<file path="src/ern_pkg.sv">
// Package of constants, types and register map for the event routing network.
package ern_pkg;

  // ****************************************
  // Sizes
  // ****************************************
  localparam int ERN_CHANNELS = 8;
  localparam int ERN_PINS = 8;
  localparam int ERN_SRC_W = 6;
  localparam int ERN_FILT_W = 3;

  // ****************************************
  // Register offsets (byte addresses)
  // ****************************************
  localparam logic [7:0] ERN_OFS_SEL0 = 8'h00;
  localparam logic [7:0] ERN_OFS_FILT0 = 8'h20;
  localparam logic [7:0] ERN_OFS_SENSE = 8'h40;
  localparam logic [7:0] ERN_OFS_STROBE = 8'h44;
  localparam logic [7:0] ERN_OFS_STATUS = 8'h48;
  localparam logic [7:0] ERN_OFS_PINS = 8'h4C;

  // ****************************************
  // Reset values
  // ****************************************
  localparam logic [ERN_SRC_W-1:0] ERN_SEL_RST = 6'h00;
  localparam logic [ERN_FILT_W-1:0] ERN_FILT_RST = 3'h0;
  localparam logic [15:0] ERN_SENSE_RST = 16'h0000;
  localparam logic [7:0] ERN_STROBE_RST = 8'h00;

  // ****************************************
  // Source select encoding
  // ****************************************
  localparam logic [ERN_SRC_W-1:0] ERN_SRC_OFF = 6'h00;
  localparam logic [ERN_SRC_W-1:0] ERN_SRC_TMR_BASE = 6'h01;
  localparam logic [ERN_SRC_W-1:0] ERN_SRC_RTC_BASE = 6'h09;
  localparam logic [ERN_SRC_W-1:0] ERN_SRC_ADC_BASE = 6'h0B;
  localparam logic [ERN_SRC_W-1:0] ERN_SRC_CMP_BASE = 6'h0F;
  localparam logic [ERN_SRC_W-1:0] ERN_SRC_CLK_BASE = 6'h13;
  localparam logic [ERN_SRC_W-1:0] ERN_SRC_PIN_BASE = 6'h17;
  localparam int ERN_NUM_SRC = 31;

  // ****************************************
  // Types
  // ****************************************
  typedef enum logic [1:0] {
    ERN_SENSE_BOTH = 2'b00,
    ERN_SENSE_RISE = 2'b01,
    ERN_SENSE_FALL = 2'b10,
    ERN_SENSE_LEVEL = 2'b11
  } ern_sense_t;

  typedef struct packed {
    logic [7:0] timer;
    logic [1:0] rtc;
    logic [3:0] adc;
    logic [3:0] cmp;
    logic [3:0] clk;
  } ern_src_t;

  typedef struct packed {
    logic [7:0] addr;
    logic [31:0] wdata;
    logic wr;
    logic rd;
  } ern_bus_t;

endpackage

</file>
<file path="src/ern_event_router.sv">
// Top of the event routing network: channel multiplexers, pin filters, strobe and registers.
`timescale 1ns/1ps
`default_nettype none
module ern_event_router #(
  parameter int CHANNELS = ern_pkg::ERN_CHANNELS,
  parameter int PINS = ern_pkg::ERN_PINS
) (
  input wire logic MCLK,
  input wire logic RST_B,
  input wire logic [7:0] ADDR,
  input wire logic [31:0] WDATA,
  input wire logic WR,
  input wire logic RD,
  output logic [31:0] RDATA,
  input wire ern_pkg::ern_src_t SRC_EVENTS,
  input wire logic [PINS-1:0] PIN_IN,
  output logic [CHANNELS-1:0] CHANNEL_EVENTS
);
  import ern_pkg::*;

  // ****************************************
  // Register state
  // ****************************************
  logic [ERN_SRC_W-1:0] channel_source_select [CHANNELS];
  logic [ERN_SRC_W-1:0] next_sel [CHANNELS];
  logic [ERN_FILT_W-1:0] filt_cfg [CHANNELS];
  logic [ERN_FILT_W-1:0] next_filt [CHANNELS];
  logic [2*PINS-1:0] sense_cfg;
  logic [2*PINS-1:0] next_sense;
  logic [7:0] strobe;
  logic [7:0] next_strobe;
  logic [31:0] next_rdata;
  logic [CHANNELS-1:0] next_events;
  logic [CHANNELS-1:0] ch_last;
  logic [CHANNELS-1:0] next_last;

  logic [PINS-1:0] pin_event;
  logic [PINS-1:0] pin_level;
  logic [CHANNELS-1:0] filt_in;
  logic [CHANNELS-1:0] filt_out;
  logic [CHANNELS-1:0] raw_src;
  logic [CHANNELS-1:0] is_pin;

  logic [ERN_NUM_SRC-1:0] src_vec;

  // Timers, RTC, clock, converters and comparators form one flat source vector; pins are routed separately.
  assign src_vec = {{(ERN_NUM_SRC-22){1'b0}}, SRC_EVENTS.clk, SRC_EVENTS.cmp,
                    SRC_EVENTS.adc, SRC_EVENTS.rtc, SRC_EVENTS.timer};

  // ****************************************
  // Per pin sensing and per channel routing
  // ****************************************
  genvar gp;
  generate
    for (gp = 0; gp < PINS; gp++) begin : g_pin
      ern_pin_sense u_sense (
        .clk(MCLK),
        .rst_b(RST_B),
        .pin(PIN_IN[gp]),
        .mode(sense_cfg[2*gp +: 2]),
        .level(pin_level[gp]),
        .event_out(pin_event[gp])
      );
    end
  endgenerate

  genvar gc;
  generate
    for (gc = 0; gc < CHANNELS; gc++) begin : g_ch
      logic [ERN_SRC_W-1:0] idx;
      logic [ERN_SRC_W-1:0] pidx;
      // Every multiplexer sees the whole source vector and all pins.
      always_comb begin
        idx = channel_source_select[gc] - ERN_SRC_TMR_BASE;
        pidx = channel_source_select[gc] - ERN_SRC_PIN_BASE;
        is_pin[gc] = (channel_source_select[gc] >= ERN_SRC_PIN_BASE) &&
                     (pidx < ERN_SRC_W'(PINS));
        raw_src[gc] = 1'b0;
        filt_in[gc] = 1'b0;
        if (channel_source_select[gc] == ERN_SRC_OFF) begin
          raw_src[gc] = 1'b0;
        end else if (is_pin[gc]) begin
          filt_in[gc] = pin_event[pidx[$clog2(PINS)-1:0]];
        end else if (idx < ERN_SRC_W'(ERN_NUM_SRC)) begin
          raw_src[gc] = src_vec[idx[4:0]];
        end
      end

      ern_filter #(
        .CNT_W(ERN_FILT_W)
      ) u_filt (
        .clk(MCLK),
        .rst_b(RST_B),
        .samples_m1(filt_cfg[gc]),
        .in_event(filt_in[gc]),
        .out_event(filt_out[gc])
      );
    end
  endgenerate

  // ****************************************
  // Register bus and channel outputs
  // ****************************************
  always_comb begin
    for (int i = 0; i < CHANNELS; i++) begin
      next_sel[i] = channel_source_select[i];
      next_filt[i] = filt_cfg[i];
    end
    next_sense = sense_cfg;
    next_strobe = ERN_STROBE_RST;
    next_rdata = 32'h00000000;
    if (WR) begin
      for (int i = 0; i < CHANNELS; i++) begin
        if (ADDR == ERN_OFS_SEL0 + 8'(4 * i)) begin
          next_sel[i] = WDATA[ERN_SRC_W-1:0];
        end
        if (ADDR == ERN_OFS_FILT0 + 8'(4 * i)) begin
          next_filt[i] = WDATA[ERN_FILT_W-1:0];
        end
      end
      if (ADDR == ERN_OFS_SENSE) begin
        next_sense = WDATA[2*PINS-1:0];
      end
      if (ADDR == ERN_OFS_STROBE) begin
        next_strobe = WDATA[7:0];
      end
    end
    if (RD) begin
      for (int i = 0; i < CHANNELS; i++) begin
        if (ADDR == ERN_OFS_SEL0 + 8'(4 * i)) begin
          next_rdata = {26'h0, channel_source_select[i]};
        end
        if (ADDR == ERN_OFS_FILT0 + 8'(4 * i)) begin
          next_rdata = {29'h0, filt_cfg[i]};
        end
      end
      if (ADDR == ERN_OFS_SENSE) begin
        next_rdata = {{(32-2*PINS){1'b0}}, sense_cfg};
      end
      if (ADDR == ERN_OFS_STROBE) begin
        next_rdata = {24'h0, strobe};
      end
      if (ADDR == ERN_OFS_STATUS) begin
        next_rdata = {{(32-CHANNELS){1'b0}}, ch_last};
      end
      if (ADDR == ERN_OFS_PINS) begin
        next_rdata = {{(32-PINS){1'b0}}, pin_level};
      end
    end
    // Strobe wins over the selected source for its one cycle; all consumers
    // share the same registered wire, so they act in the same cycle.
    // A filtered pin event still in the pipe is dropped once the channel no
    // longer selects a pin, so a channel turned off goes silent at once.
    next_events = (raw_src | (filt_out & is_pin)) & ~strobe[CHANNELS-1:0];
    next_events = next_events | strobe[CHANNELS-1:0];
    next_last = ch_last | next_events;
  end

  always_ff @(posedge MCLK or negedge RST_B) begin
    if (!RST_B) begin
      for (int i = 0; i < CHANNELS; i++) begin
        channel_source_select[i] <= ERN_SEL_RST;
        filt_cfg[i] <= ERN_FILT_RST;
      end
      sense_cfg <= ERN_SENSE_RST[2*PINS-1:0];
      strobe <= ERN_STROBE_RST;
      RDATA <= 32'h00000000;
      CHANNEL_EVENTS <= '0;
      ch_last <= '0;
    end else begin
      for (int i = 0; i < CHANNELS; i++) begin
        channel_source_select[i] <= next_sel[i];
        filt_cfg[i] <= next_filt[i];
      end
      sense_cfg <= next_sense;
      strobe <= next_strobe;
      RDATA <= next_rdata;
      CHANNEL_EVENTS <= next_events;
      ch_last <= next_last;
    end
  end
endmodule
`default_nettype wire

</file>
<file path="src/ern_pin_sense.sv">
// Pin synchroniser and edge or level sense that turns one pin into event pulses.
`timescale 1ns/1ps
`default_nettype none
module ern_pin_sense (
  input wire logic clk,
  input wire logic rst_b,
  input wire logic pin,
  input wire logic [1:0] mode,
  output logic level,
  output logic event_out
);
  import ern_pkg::*;

  logic [2:0] sync;
  logic stable;
  logic next_stable;
  logic next_event;

  // A change counts only once the second and third stages agree.
  always_comb begin
    next_stable = stable;
    if (sync[1] == sync[2]) begin
      next_stable = sync[1];
    end
    next_event = 1'b0;
    case (ern_sense_t'(mode))
      ERN_SENSE_RISE: next_event = next_stable & ~stable;
      ERN_SENSE_FALL: next_event = ~next_stable & stable;
      ERN_SENSE_BOTH: next_event = next_stable ^ stable;
      ERN_SENSE_LEVEL: next_event = next_stable;
      default: next_event = 1'b0;
    endcase
  end

  always_ff @(posedge clk or negedge rst_b) begin
    if (!rst_b) begin
      sync <= 3'h0;
      stable <= 1'b0;
      event_out <= 1'b0;
    end else begin
      sync <= {sync[1:0], pin};
      stable <= next_stable;
      event_out <= next_event;
    end
  end

  assign level = stable;

endmodule
`default_nettype wire

</file>
<file path="src/ern_filter.sv">
// Digital filter that passes a pin event after N consecutive samples.
`timescale 1ns/1ps
`default_nettype none
module ern_filter #(
  parameter int CNT_W = 3
) (
  input wire logic clk,
  input wire logic rst_b,
  input wire logic [CNT_W-1:0] samples_m1,
  input wire logic in_event,
  output logic out_event
);
  import ern_pkg::*;

  logic [CNT_W:0] run;
  logic [CNT_W:0] next_run;
  logic next_out;

  // The run counts consecutive cycles with the event present; the output
  // fires once, when the run first reaches the programmed sample count.
  // The extra top bit lets the run saturate beyond the largest count, so a
  // long run at the eight-sample setting still fires only once.
  always_comb begin
    next_run = run;
    next_out = 1'b0;
    if (!in_event) begin
      next_run = '0;
    end else begin
      if (run == {1'b0, samples_m1}) begin
        next_out = 1'b1;
      end
      if (!run[CNT_W]) begin
        next_run = run + (CNT_W+1)'(1);
      end
    end
  end

  always_ff @(posedge clk or negedge rst_b) begin
    if (!rst_b) begin
      run <= '0;
      out_event <= 1'b0;
    end else begin
      run <= next_run;
      out_event <= next_out;
    end
  end

endmodule
`default_nettype wire

</file>
<file path="config.mk">
export PLATFORM = sky130hd
export DESIGN_NAME = ern_event_router
export DESIGN_NICKNAME = d
export VERILOG_FILES = /design/src/ern_pkg.sv /design/src/ern_event_router.sv /design/src/ern_pin_sense.sv /design/src/ern_filter.sv
export SDC_FILE = /design/constraint.sdc
export NUM_CORES = 1
export LEC_CHECK = 0
export BUFFER_PORTS_ARGS = -buffer_cell sky130_fd_sc_hd__buf_2
export CAP_MARGIN = 15
export CELL_PAD_IN_SITES_DETAIL_PLACEMENT = 1
export CELL_PAD_IN_SITES_GLOBAL_PLACEMENT = 2
export CORE_UTILIZATION = 40
export DETAILED_ROUTE_END_ITERATION = 8
export HOLD_SLACK_MARGIN = 0.02
export MAX_ROUTING_LAYER = met4
export PLACE_DENSITY = 0.86
export REMOVE_ABC_BUFFERS = 1
export SKIP_LAST_GASP = 1
export SLEW_MARGIN = 5
export SYNTH_ARGS = -nofsm -noshare
export SYNTH_HDL_FRONTEND = slang
export SYNTH_SLANG_ARGS = --single-unit
</file>
<file path="constraint.sdc">
create_clock -name MCLK -period 3.2 [get_ports MCLK]
set_input_delay 0.48 -clock MCLK [delete_from_list [all_inputs] [get_ports MCLK]]
set_output_delay 0.48 -clock MCLK [all_outputs]
set_load 0.01 [all_outputs]
</file>
Word level (Yosys, flattened, before mapping)
Cells that the tools add are included.
- register bits: 224
- word-level logic and storage cells: 431
- bits of input ports: 74
- output and inout bits: 40
- order comparisons: 40
- add/sub/neg operators: 24
- bitwise gates (word level): 46
- muxes and demuxes: 143
- reductions and logical operators: 42
- equal/unequal tests: 67
- operators by type and width (operator ; number):
    32-bit two-way mux ; 20
    1-bit two-way mux ; 80
    8-bit by 6-bit equality test with 1-bit output (second input constant) ; 8
    4-bit two-way mux ; 16
    6-bit by 5-bit >= comparator with 1-bit output (second input constant) ; 8
    6-bit zero test ; 8
    5-bit by 6-bit less-than comparator with 1-bit output (second input constant) ; 8
    6-bit by 4-bit less-than comparator with 1-bit output (second input constant) ; 8
    6-bit by 5-bit less-than comparator with 1-bit output (second input constant) ; 8
    6-bit by 1-bit subtractor with 6-bit output (second input constant) ; 8
    6-bit by 5-bit subtractor with 6-bit output (second input constant) ; 8
    1-bit binary-select mux with 5-bit select ; 8
    2-bit AND reduction ; 17
    4-bit by 1-bit adder with 4-bit output (second input constant) ; 8
    2-bit equality test (second input constant) ; 16
    4-bit by 3-bit equality test with 1-bit output ; 8
    8-bit by 5-bit equality test with 1-bit output (second input constant) ; 4
    8-bit by 7-bit equality test with 1-bit output (second input constant) ; 4
    3-bit by 4-bit less-than comparator with 1-bit output (second input constant) ; 8
    1-bit case mux with 4 select lines ; 8
    1-bit binary-select mux with 3-bit select ; 8
    8-bit OR ; 3
    1-bit AND ; 16
    8-bit AND ; 2
    13 further kinds ; 72

Logic depth before layout (Yosys ltp)
Gate-level depths: netlist of the first run.
- depth after elaboration: 22
- gate-level depth with buffers: 11
- gate-level depth less buffers: 8

Hierarchy
From an unflattened synthesis of the first run, not the netlist that was laid out.
- cell total of the unflattened synthesis: 1168
- area total of the unflattened synthesis: 12886.1 sq um
- by module, submodules not included (module ; area each (sq um) ; times used ; cells each ; sequential area each (sq um)):
    ern_event_router ; 9402.8 ; 1 ; 896 ; 3203.1
    ern_filter ; 241.5 ; 8 ; 20 ; 125.1
    ern_pin_sense ; 193.9 ; 8 ; 14 ; 125.1

Least setup slack after synthesis of the first run
OpenSTA, ideal clock, no wires.
- kind: register -> register
- start point: reg channel_source_select[0] (netlist bit)
- end point: reg ch_last[7]
- path slack: 0.337 ns
- data required time: 3.076 ns
- cell stages (with the launch flop): 12
- period minus slack after synthesis: 2.863 ns
- path buffers: 3
- data arrival time: 2.738 ns
- setup time: 0.124 ns
- path through: dfrtp_1 > clkbuf_1 > buf_2 > inv_1 > ha_1 > clkbuf_1 > mux4_2 > mux2_2 > and3_1 > o31ai_1 > a22oi_1 > or2_1
- longest elaborated chain between the ends: 10
- elaborated cells between the ends (all ways): 17
- classes of those cells: add/sub (2); order compare (3); mux (5); bitwise (5); reduce/logical (2)
- RTL lines (item ; RTL line ; source):
    from (decl) ; ern_event_router.sv:24 ; logic [ERN_SRC_W-1:0] channel_source_select [CHANNELS];
    from (signal, indexed assignment) ; ern_event_router.sv:172 ; channel_source_select[i] <= next_sel[i];
    6-bit by 1-bit subtractor with 6-bit output ; ern_event_router.sv:74 ; idx = channel_source_select[gc] - ERN_SRC_TMR_BASE;
    1-bit binary-select mux with 5-bit select ; ern_event_router.sv:85 ; raw_src[gc] = src_vec[idx[4:0]];
    1-bit two-way mux (not written as such) ; ern_event_router.sv:85 ;
    1-bit two-way mux ; ern_event_router.sv:84 ; end else if (idx < ERN_SRC_W'(ERN_NUM_SRC)) begin
    1-bit two-way mux ; ern_event_router.sv:82 ; end else if (is_pin[gc]) begin
    1-bit two-way mux ; ern_event_router.sv:80 ; if (channel_source_select[gc] == ERN_SRC_OFF) begin
    8-bit OR (*) ; ern_event_router.sv:154 ; next_events = (raw_src | (filt_out & is_pin)) & ~strobe[CHANNELS-1:0];
    8-bit AND (*) ; ern_event_router.sv:154 ;
    8-bit OR (*) ; ern_event_router.sv:155 ; next_events = next_events | strobe[CHANNELS-1:0];
    named net next_events[7] ; ern_event_router.sv:33 ; logic [CHANNELS-1:0] next_events;
    8-bit OR (*) ; ern_event_router.sv:156 ; next_last = ch_last | next_events;
    named net next_last[7] ; ern_event_router.sv:35 ; logic [CHANNELS-1:0] next_last;
    to (signal assigned) ; ern_event_router.sv:179 ; ch_last <= next_last;
    to (decl) ; ern_event_router.sv:34 ; logic [CHANNELS-1:0] ch_last;
Mark *: on every way through the listed nets, which the timed path passes. The rest lies on a longest branch. The select of a mux whose other input is x is not followed.
A chain may end at the register's enable or synchronous reset.

Worst setup path after layout of the first run
- start point: reg channel_source_select[13] (netlist bit)
- end point: reg ch_last[5]
Same word-level chain as after synthesis.

==> run summary, run 1 <==
Max H-tree Level - 1
R2R Setup Slk - 0.42 ns
CORE AREA - 31,800 µm²
Largest net degree at the start of global routing - 79
Layout area overhead - 14.5%
Overall routing resource usage - 0.264
Synthesized cell area - 13,000 µm²
Comb pwr share - 0.161
Number of fill cells - 3,392
Leakage power - 0.00666 µW
Reg2reg start - channel_source_select[13]$_DFFE_PN0P_
Register area - 5200 µm²
Ratio of cells with drive above 1 in the final layout - 0.248
CTS tree - built
R2R cell count - 7
ANT nets after route - 0
Syn Area/Cell - 11.0 µm²
Crit path kind - reg2reg
Switching power - 2060 µW
Register bit total from synthesis - 208
Final net count - 1,389
MaxCap Viol Count - 0
Setup TNS - 0 ns
Port Buffers - 81
DP HPWL - 30.0 mm
Internal - 5190 µW
Cell variety after synth - 74
Synthesis Warnings - 0
Clk sink count - 208
Clock latency on the worst-skew pair - 0.56 ns
Clock transition at the registers of the reported paths - 0.06 ns
Required time of the worst setup path - 3.65 ns
Slew margin rel. - 0.500
VDD IR max - 0.422 mV
Post-synthesis sequential area ratio - 0.399
Status - complete, no violations
I/O pin total - 114
Final WL - 41.7 mm
Crit path launch type - flip-flop
Mapped Cells - 1,190
CP Depth - 7
Placed cell count - 1,666
Unrepaired setup endpoints after global routing - false
CP endpoint kind - flip-flop
Die width - 183 µm
Starting density of the core - 0.410
First-pass GRT wire length - 65.0 mm
GPL Wtd Cong - 0.924
Setup violators final - 0
Die Area - 33,300 µm²
Final Hold Violating Endpoints - 0
Place WS - 0.445 ns
Worst Max-Slew Pin Slew - 0.748 ns
Final worst setup slack - 0.423 ns
WP buf/inv - 1
Ys async rst share - 1.00
Hold slack - 0.0360 ns
Worst Path Max Fanout - 8
Switch share - 0.285
Vias - 10,300
Pre-Repair DR Iteration Count - 5
Tmin final - 2.78 ns
Start point of the critical path - channel_source_select[13]$_DFFE_PN0P_
Critical-path cell list - inv_1 > ha_1 > mux4_1 > mux2_2 > a311o_1 > o32a_1 > or2_1
Final period util - 0.868
RR Endpoint - ch_last[5]$_DFF_PN0_
HP Class - in2reg
DRC viols - 0
Post-route insts no fill - 1,722
CTS Buffer Depth - 3
Starting DRT DRC Count - 745
Post-synth EDFFs - 0
Crit path DAT - 3.22 ns
Worst path max stage delay - 0.48 ns
HP Start - PIN_IN[2]
Clk network pwr share - 0.427
Antenna violations before repair - 1
CTS buffer count - 26
CP top delay family - compound AO/OA/AOI/OAI gates
Root buffer cell - clkbuf_16
F_max - 0.360 GHz
Routed vias/inst - 5.99
Commonest non-fill, non-tap cells in the layout - 208 x dfrtp_1, 93 x mux2_2, 80 x buf_2
Power Density - 486 nW/µm²
Crit path capture - ch_last[5]$_DFF_PN0_
Slew Limit Fails - 0
GRT overflow - 0
Number of global-route vias before repair - 11,000
Reg power frac - 0.412
Clock skew - 0.0304 ns
Die height - 183 µm
Multi-input gate area - 7290 µm²
WL/cell - 24.2 µm
Num rows - 65
Leading cell type in the layout, fill and taps excluded - dfrtp_1
Primary FF master, synth - dfrtp_1
CP max stage cell - ha_1
==> registers in the layout, indices dropped and copies added, names as in the netlist <==
register,cells
CHANNEL_EVENTS,8
filt_cfg,24
g_pin.u_sense.level,8
RDATA,16
strobe,8
g_ch.u_filt.out_event,8
g_ch.u_filt.run,32
g_pin.u_sense.sync,24
channel_source_select,48
g_pin.u_sense.event_out,8
ch_last,8
sense_cfg,16
==> per-stage QoR <==
| step | cell area, µm² | util | power [µW] |
|---|---|---|---|
| 3_3_place_gp | 13900 | 0.438 | 4120 |
| 5_1_grt | 14900 | 0.469 | 7520 |
| 4_1_cts | 14900 | 0.469 | 7290 |
| 3_5_place_dp | 13900 | 0.438 | 4170 |
| 2_1_floorplan | 12700 | - | 3630 |
| 6_report | 14900 | 0.469 | 7250 |
==> cell usage after synthesis (all sizes together), types with 35 or more instances <==
cell type	n	area share
a21oi	37	0.014
buf	39	0.017
clkbuf	49	0.014
dfrtp	208	0.40
ha	48	0.046
inv	53	0.015
mux2	106	0.092
mux2i	42	0.032
mux4	64	0.11
nand2	59	0.017
nand3	41	0.016
nor2	78	0.023
o21ai	41	0.016
xnor2	35	0.024
==> cell type report <==
type,instances,area share
clock buffer,34,0.0476
sequential,208,0.349
timing repair buffer,122,0.0515
antenna,1,0.000168
tap,435,0.0365
multi-input combinational,856,0.488
clock inverter,13,0.0138
inverter,53,0.0133
==> how the worst min path moves through the flow <==
stage	to	slack, ns	cells past startpoint
after global routing	g_pin[2].u_sense.sync[0]$_DFF_PN0_	0.02	1
after CTS	g_pin[2].u_sense.sync[0]$_DFF_PN0_	0.02	1
final	g_pin[2].u_sense.sync[0]$_DFF_PN0_	0.04	1
after global placement	g_pin[5].u_sense.sync[1]$_DFF_PN0_	0.33	0
after detailed placement	g_pin[4].u_sense.sync[1]$_DFF_PN0_	0.34	0
after floorplan	CHANNEL_EVENTS[0]$_DFF_PN0_	0.18	0
==> cells by family after synthesis <==
group                      synth area share
buffers and inverters                0.0466
and+or+nand+nor                       0.128
other                              0.000288
muxes                                 0.235
xor gates and xnor gates             0.0430
DFF                                   0.399
adders and majority gates            0.0522
AOI/OAI and AO/OA                    0.0962
==> metal layers <==
metal	up-vias	global-route usage	wire, µm	share of wire
met1	5280	0.339	17600	0.42
met4	0	0.107	1860	0.045
li1	4495	-	-	-
met2	429	0.409	19100	0.46
met3	119	0.0531	3180	0.076
met5	-	-	0	0
==> repair_timing <==
item,in CTS,in global routing
buffers inserted,0,0
gates resized for setup,0,0
endpoints found under the hold margin,80,0
hold buffers,8,0
==> power by group through the flow <==
stage	clock network, µW	registers [µW]	logic [µW]
after global placement	0	3010	1110
after global routing	3260	2990	1260
final	3100	2990	1170
after floorplan	0	2930	702
after CTS	3150	2970	1160
after detailed placement	0	3020	1150
(Power assumes the default switching activity.)
==> run 2, diff against run 1 <==
Settings changed: BUFFER_PORTS_ARGS -buffer_cell sky130_fd_sc_hd__buf_2 to -buffer_cell sky130_fd_sc_hd__clkbuf_2.
==> run summary, run 2 (synthesized netlist as in run 1, its figures left out) <==
Status - complete, no violations
Leading cell type in the layout, fill and taps excluded - dfrtp_1
# resized after CTS - 0
Worst Path Max Fanout - 8
Root buffer cell - clkbuf_16
Number of global-route vias before repair - 10,600
Crit path kind - reg2reg
Clk sink count - 208
Layout area overhead - 14.1%
Clock skew - 0.0193 ns
Internal - 5050 µW
DP HPWL - 30.0 mm
Total power - 7170 µW
Port Buffers - 81
Reg power frac - 0.417
HP Class - in2reg
Overall routing resource usage - 0.263
DRC viols - 0
Largest register by flop count - channel_source_select
Max H-tree Level - 1
Clk network pwr share - 0.422
Max FFs per register - 48
GPL Wtd Cong - 0.894
Final Util - 0.468
GRT overflow - 0
Commonest non-fill, non-tap cells in the layout - 208 x dfrtp_1, 93 x mux2_2, 80 x clkbuf_2
I/O pin total - 114
Die height - 183 µm
Place WS - 0.404 ns
Slew margin rel. - 0.510
Comb pwr share - 0.161
Pre-Repair DR Iteration Count - 6
Unrepaired setup endpoints after global routing - false
Final Hold Violating Endpoints - 0
Diodes inserted - 0
Worst Max-Slew Pin Slew - 0.735 ns
Antenna violations before repair - 0
Power Density - 482 nW/µm²
Crit path DAT - 3.24 ns
First-pass GRT wire length - 65.2 mm
Final period util - 0.874
Leakage power - 0.00665 µW
CORE AREA - 31,800 µm²
Vias - 10,300
Final net count - 1,390
Required time of the worst setup path - 3.64 ns
WL/cell - 24.2 µm
Starting DRT DRC Count - 744
Ratio of cells with drive above 1 in the final layout - 0.253
F_max - 0.358 GHz
Largest net degree at the start of global routing - 90
Starting density of the core - 0.410
VDD IR max - 0.396 mV
Tmin final - 2.80 ns
Clock latency on the worst-skew pair - 0.56 ns
Final worst setup slack - 0.404 ns
Switch share - 0.295
Slew Limit Fails - 0
Biggest regs - channel_source_select (48), g_ch.u_filt.run (32)
Setup violators final - 0
Num rows - 65
Crit path launch type - flip-flop
CTS Buffer Depth - 3
Die Area - 33,300 µm²
Setup TNS - 0 ns
CTS tree - built
CP endpoint kind - flip-flop
Hold slack - 0.0339 ns
MaxCap Viol Count - 0
Switching power - 2120 µW
Final WL - 41.7 mm
ANT nets after route - 0
Routed vias/inst - 6.00
Clock transition at the registers of the reported paths - 0.06 ns
Die width - 183 µm
CTS buffer count - 25
run 2: changes by cell type in the layout (fill, tap and decap cells not counted), moves of 2 or more:
cell and change:
buf_2 -80, clkbuf_2 +80, buf_4 +5, clkbuf_1 -4
clkinv_4 +3, clkinv_2 +2, dlygate4sd3_1 -2
run 2: repair_timing:
| item | in CTS | in global routing |
|---|---|---|
| hold buffers | 6 | 0 |
| buffers inserted | 0 | 0 |
| endpoints found under the hold margin | 89 | 0 |
run 2: routing by layer:
layer	routed length [µm]	global-route usage	vias up
met4	1240	0.0723	0
met2	19800	0.419	409
li1	-	-	4499
met3	2800	0.0407	84
met1	17800	0.349	5341
met5	0	-	-
run 2: per-stage QoR:
step,cells,instance area (µm²)
global route,1722,14900
detailed placement,1670,13900
CTS,1722,14900
floorplan,1117,12700
finish,1722,14900
global placement,1670,13900
run 2: worst paths after layout:
| kind | startpoint | endpoint | slack [ns] | depth (start not counted) |
|---|---|---|---|---|
| max reg2reg | channel_source_select[13]$_DFFE_PN0P_ | ch_last[5]$_DFF_PN0_ | 0.40 | 7 |
| max in group asynchronous | RST_B | RDATA[3]$_DFF_PN0_ | 1.74 | 3 |
| min | PIN_IN[5] | g_pin[5].u_sense.sync[0]$_DFF_PN0_ | 0.03 | 1 |
| max | channel_source_select[13]$_DFFE_PN0P_ | ch_last[5]$_DFF_PN0_ | 0.40 | 7 |
| min in group asynchronous | RST_B | CHANNEL_EVENTS[1]$_DFF_PN0_ | 0.54 | 2 |
| min reg2reg | g_pin[5].u_sense.sync[0]$_DFF_PN0_ | g_pin[5].u_sense.sync[1]$_DFF_PN0_ | 0.34 | 0 |
run 2: layout make-up:
class | instances | area [µm²]
fillers | 3434 | 16900
multi-input cells | 856 | 7290
flip-flops and latches | 208 | 5200
repair buffers | 124 | 766
clock buffers | 29 | 671
well taps | 435 | 544
clock inverters | 17 | 204
inverters | 53 | 199
run 2: power groups by stage:
stage	clock network, µW	registers, µW	logic, µW
3_3_place_gp	0	3020	1090
3_5_place_dp	0	3030	1130
5_1_grt	3180	3000	1250
2_1_floorplan	0	2930	702
6_report	3030	2990	1150
4_1_cts	3090	2980	1150
run 2: critical path, cell delays in order (launching register included):
cell and delay (ns):
dfrtp_1 0.45, inv_1 0.11, ha_1 0.49, mux4_1 0.37, mux2_2 0.28, a311o_1 0.35, o32a_1 0.39, or2_1 0.25
==> run 3, diff against run 2 <==
Settings changed: CORE_UTILIZATION 40 to 43, PLACE_DENSITY 0.86 to 0.91.
Clock period 3.2 ns to 3.6 ns, I/O delays scaled along.
==> run summary, run 3 (synthesized netlist as in run 1, its figures left out) <==
Layout area overhead - 12.7%
# hold bufs at CTS - 0
Slew margin rel. - 0.493
Slew Limit Fails - 0
Final WL - 41.3 mm
CORE AREA - 29,700 µm²
Final net count - 1,374
CTS Buffer Depth - 3
RR Endpoint - ch_last[7]$_DFF_PN0_
WP buf/inv - 1
Clk sink count - 208
Die height - 176 µm
Largest register by flop count - channel_source_select
Start point of the critical path - channel_source_select[1]$_DFFE_PN0P_
Register area - 5200 µm²
Unrepaired setup endpoints after global routing - false
CP Depth - 8
Leading cell type in the layout, fill and taps excluded - dfrtp_1
Crit path kind - reg2reg
F_max - 0.334 GHz
Post CTS Setup Buffer Count - 0
Routed vias/inst - 6.17
DP HPWL - 29.4 mm
CP max stage cell - ha_1
Multi-input gate area - 7290 µm²
Number of global-route vias before repair - 10,800
Largest net degree at the start of global routing - 96
I/O pin total - 114
CP endpoint kind - flip-flop
Leakage power - 0.00659 µW
Tmin final - 2.99 ns
VDD IR max - 0.377 mV
Die width - 176 µm
Max FFs per register - 48
Clock skew - 0.0118 ns
Crit path DAT - 3.41 ns
R2R cell count - 8
Die Area - 31,000 µm²
Clock transition at the registers of the reported paths - 0.06 ns
Crit path launch type - flip-flop
Power Density - 433 nW/µm²
Final Hold Violating Endpoints - 0
HP Class - in2async
Root buffer cell - clkbuf_16
Diodes inserted - 0
R2R Setup Slk - 0.61 ns
Setup violators final - 0
Starting DRT DRC Count - 851
Num rows - 63
MaxCap Viol Count - 0
Clock latency on the worst-skew pair - 0.53 ns
GPL Wtd Cong - 0.987
CP top delay family - multiplexers
Setup TNS - 0 ns
Starting density of the core - 0.439
Critical-path cell list - inv_1 > ha_1 > mux4_2 > mux2_2 > and3_1 > o31ai_1 > a22oi_1 > or2_1
GRT overflow - 0
Worst Max-Slew Pin Slew - 0.760 ns
Antenna violations before repair - 0
WL/cell - 24.9 µm
Worst path max stage delay - 0.55 ns
Worst Path Max Fanout - 8
Final period util - 0.830
Number of fill cells - 3,192
ANT nets after route - 0
Max H-tree Level - 1
DRC viols - 0
Reg2reg start - channel_source_select[1]$_DFFE_PN0P_
Final worst setup slack - 0.610 ns
Overall routing resource usage - 0.279
Biggest regs - channel_source_select (48), g_ch.u_filt.run (32)
CTS buffer count - 25
Final Util - 0.494
Crit path capture - ch_last[7]$_DFF_PN0_
First-pass GRT wire length - 63.7 mm
Status - complete, no violations
CTS tree - built
Commonest non-fill, non-tap cells in the layout - 208 x dfrtp_1, 93 x mux2_2, 80 x clkbuf_2
Pre-Repair DR Iteration Count - 5
Place WS - 0.672 ns
Required time of the worst setup path - 4.02 ns
Ratio of cells with drive above 1 in the final layout - 0.244
# resized after CTS - 0
Port Buffers - 81
Vias - 10,200
[run 3: how the worst min path moves through the flow]
stage                                       startpoint                                  to  slack, ns  cells after the start
floorplan                                        RST_B         CHANNEL_EVENTS[0]$_DFF_PN0_       0.24                      0
global placement    g_pin[7].u_sense.sync[0]$_DFF_PN0_  g_pin[7].u_sense.sync[1]$_DFF_PN0_       0.33                      0
detailed placement  g_pin[0].u_sense.sync[0]$_DFF_PN0_  g_pin[0].u_sense.sync[1]$_DFF_PN0_       0.34                      0
CTS                                              RST_B                 strobe[0]$_DFF_PN0_       0.06                      1
global route                                     RST_B                 strobe[0]$_DFF_PN0_       0.09                      1
finish                                           RST_B  g_pin[0].u_sense.sync[0]$_DFF_PN0_      0.005                      1
[run 3: metal layers]
layer / up-vias / part of all wire / GRT usage
li1: 4459 / - / -
met1: 5207 / 0.42 / 0.361
met2: 473 / 0.46 / 0.436
met3: 99 / 0.088 / 0.0543
met4: 0 / 0.039 / 0.103
met5: - / 0 / -
[run 3: area by class of cell]
cell class / count / area share
Multi-Input combinational cell: 856 / 0.496
Sequential cell: 208 / 0.354
Clock buffer: 36 / 0.0488
Timing Repair Buffer: 108 / 0.0438
Tap cell: 390 / 0.0332
Inverter: 53 / 0.0135
Clock inverter: 9 / 0.0103
[run 3: where the power goes]
part	switching, µW	internal, µW
logic	550	465
clock network	1010	1660
registers	218	2450
total	1780	4570
[run 3: worst reg2reg max path, cell delays in order, from the launching register on]
cell and delay [ns]:
dfrtp_1 0.47, inv_1 0.12, ha_1 0.55, mux4_2 0.37, mux2_2 0.29, and3_1 0.18
o31ai_1 0.48, a22oi_1 0.17, or2_1 0.24
[run 3: through the flow]
stage                     hold WS (ns)  cell area (µm²)  power, µW  cells
after detailed placement         0.336            13800       3690   1615
after global routing            0.0931            14700       6580   1660
after floorplan                  0.244            12700       3220   1117
after CTS                       0.0603            14700       6380   1660
after global placement           0.331            13800       3650   1615
final                          0.00467            14700       6360   1660
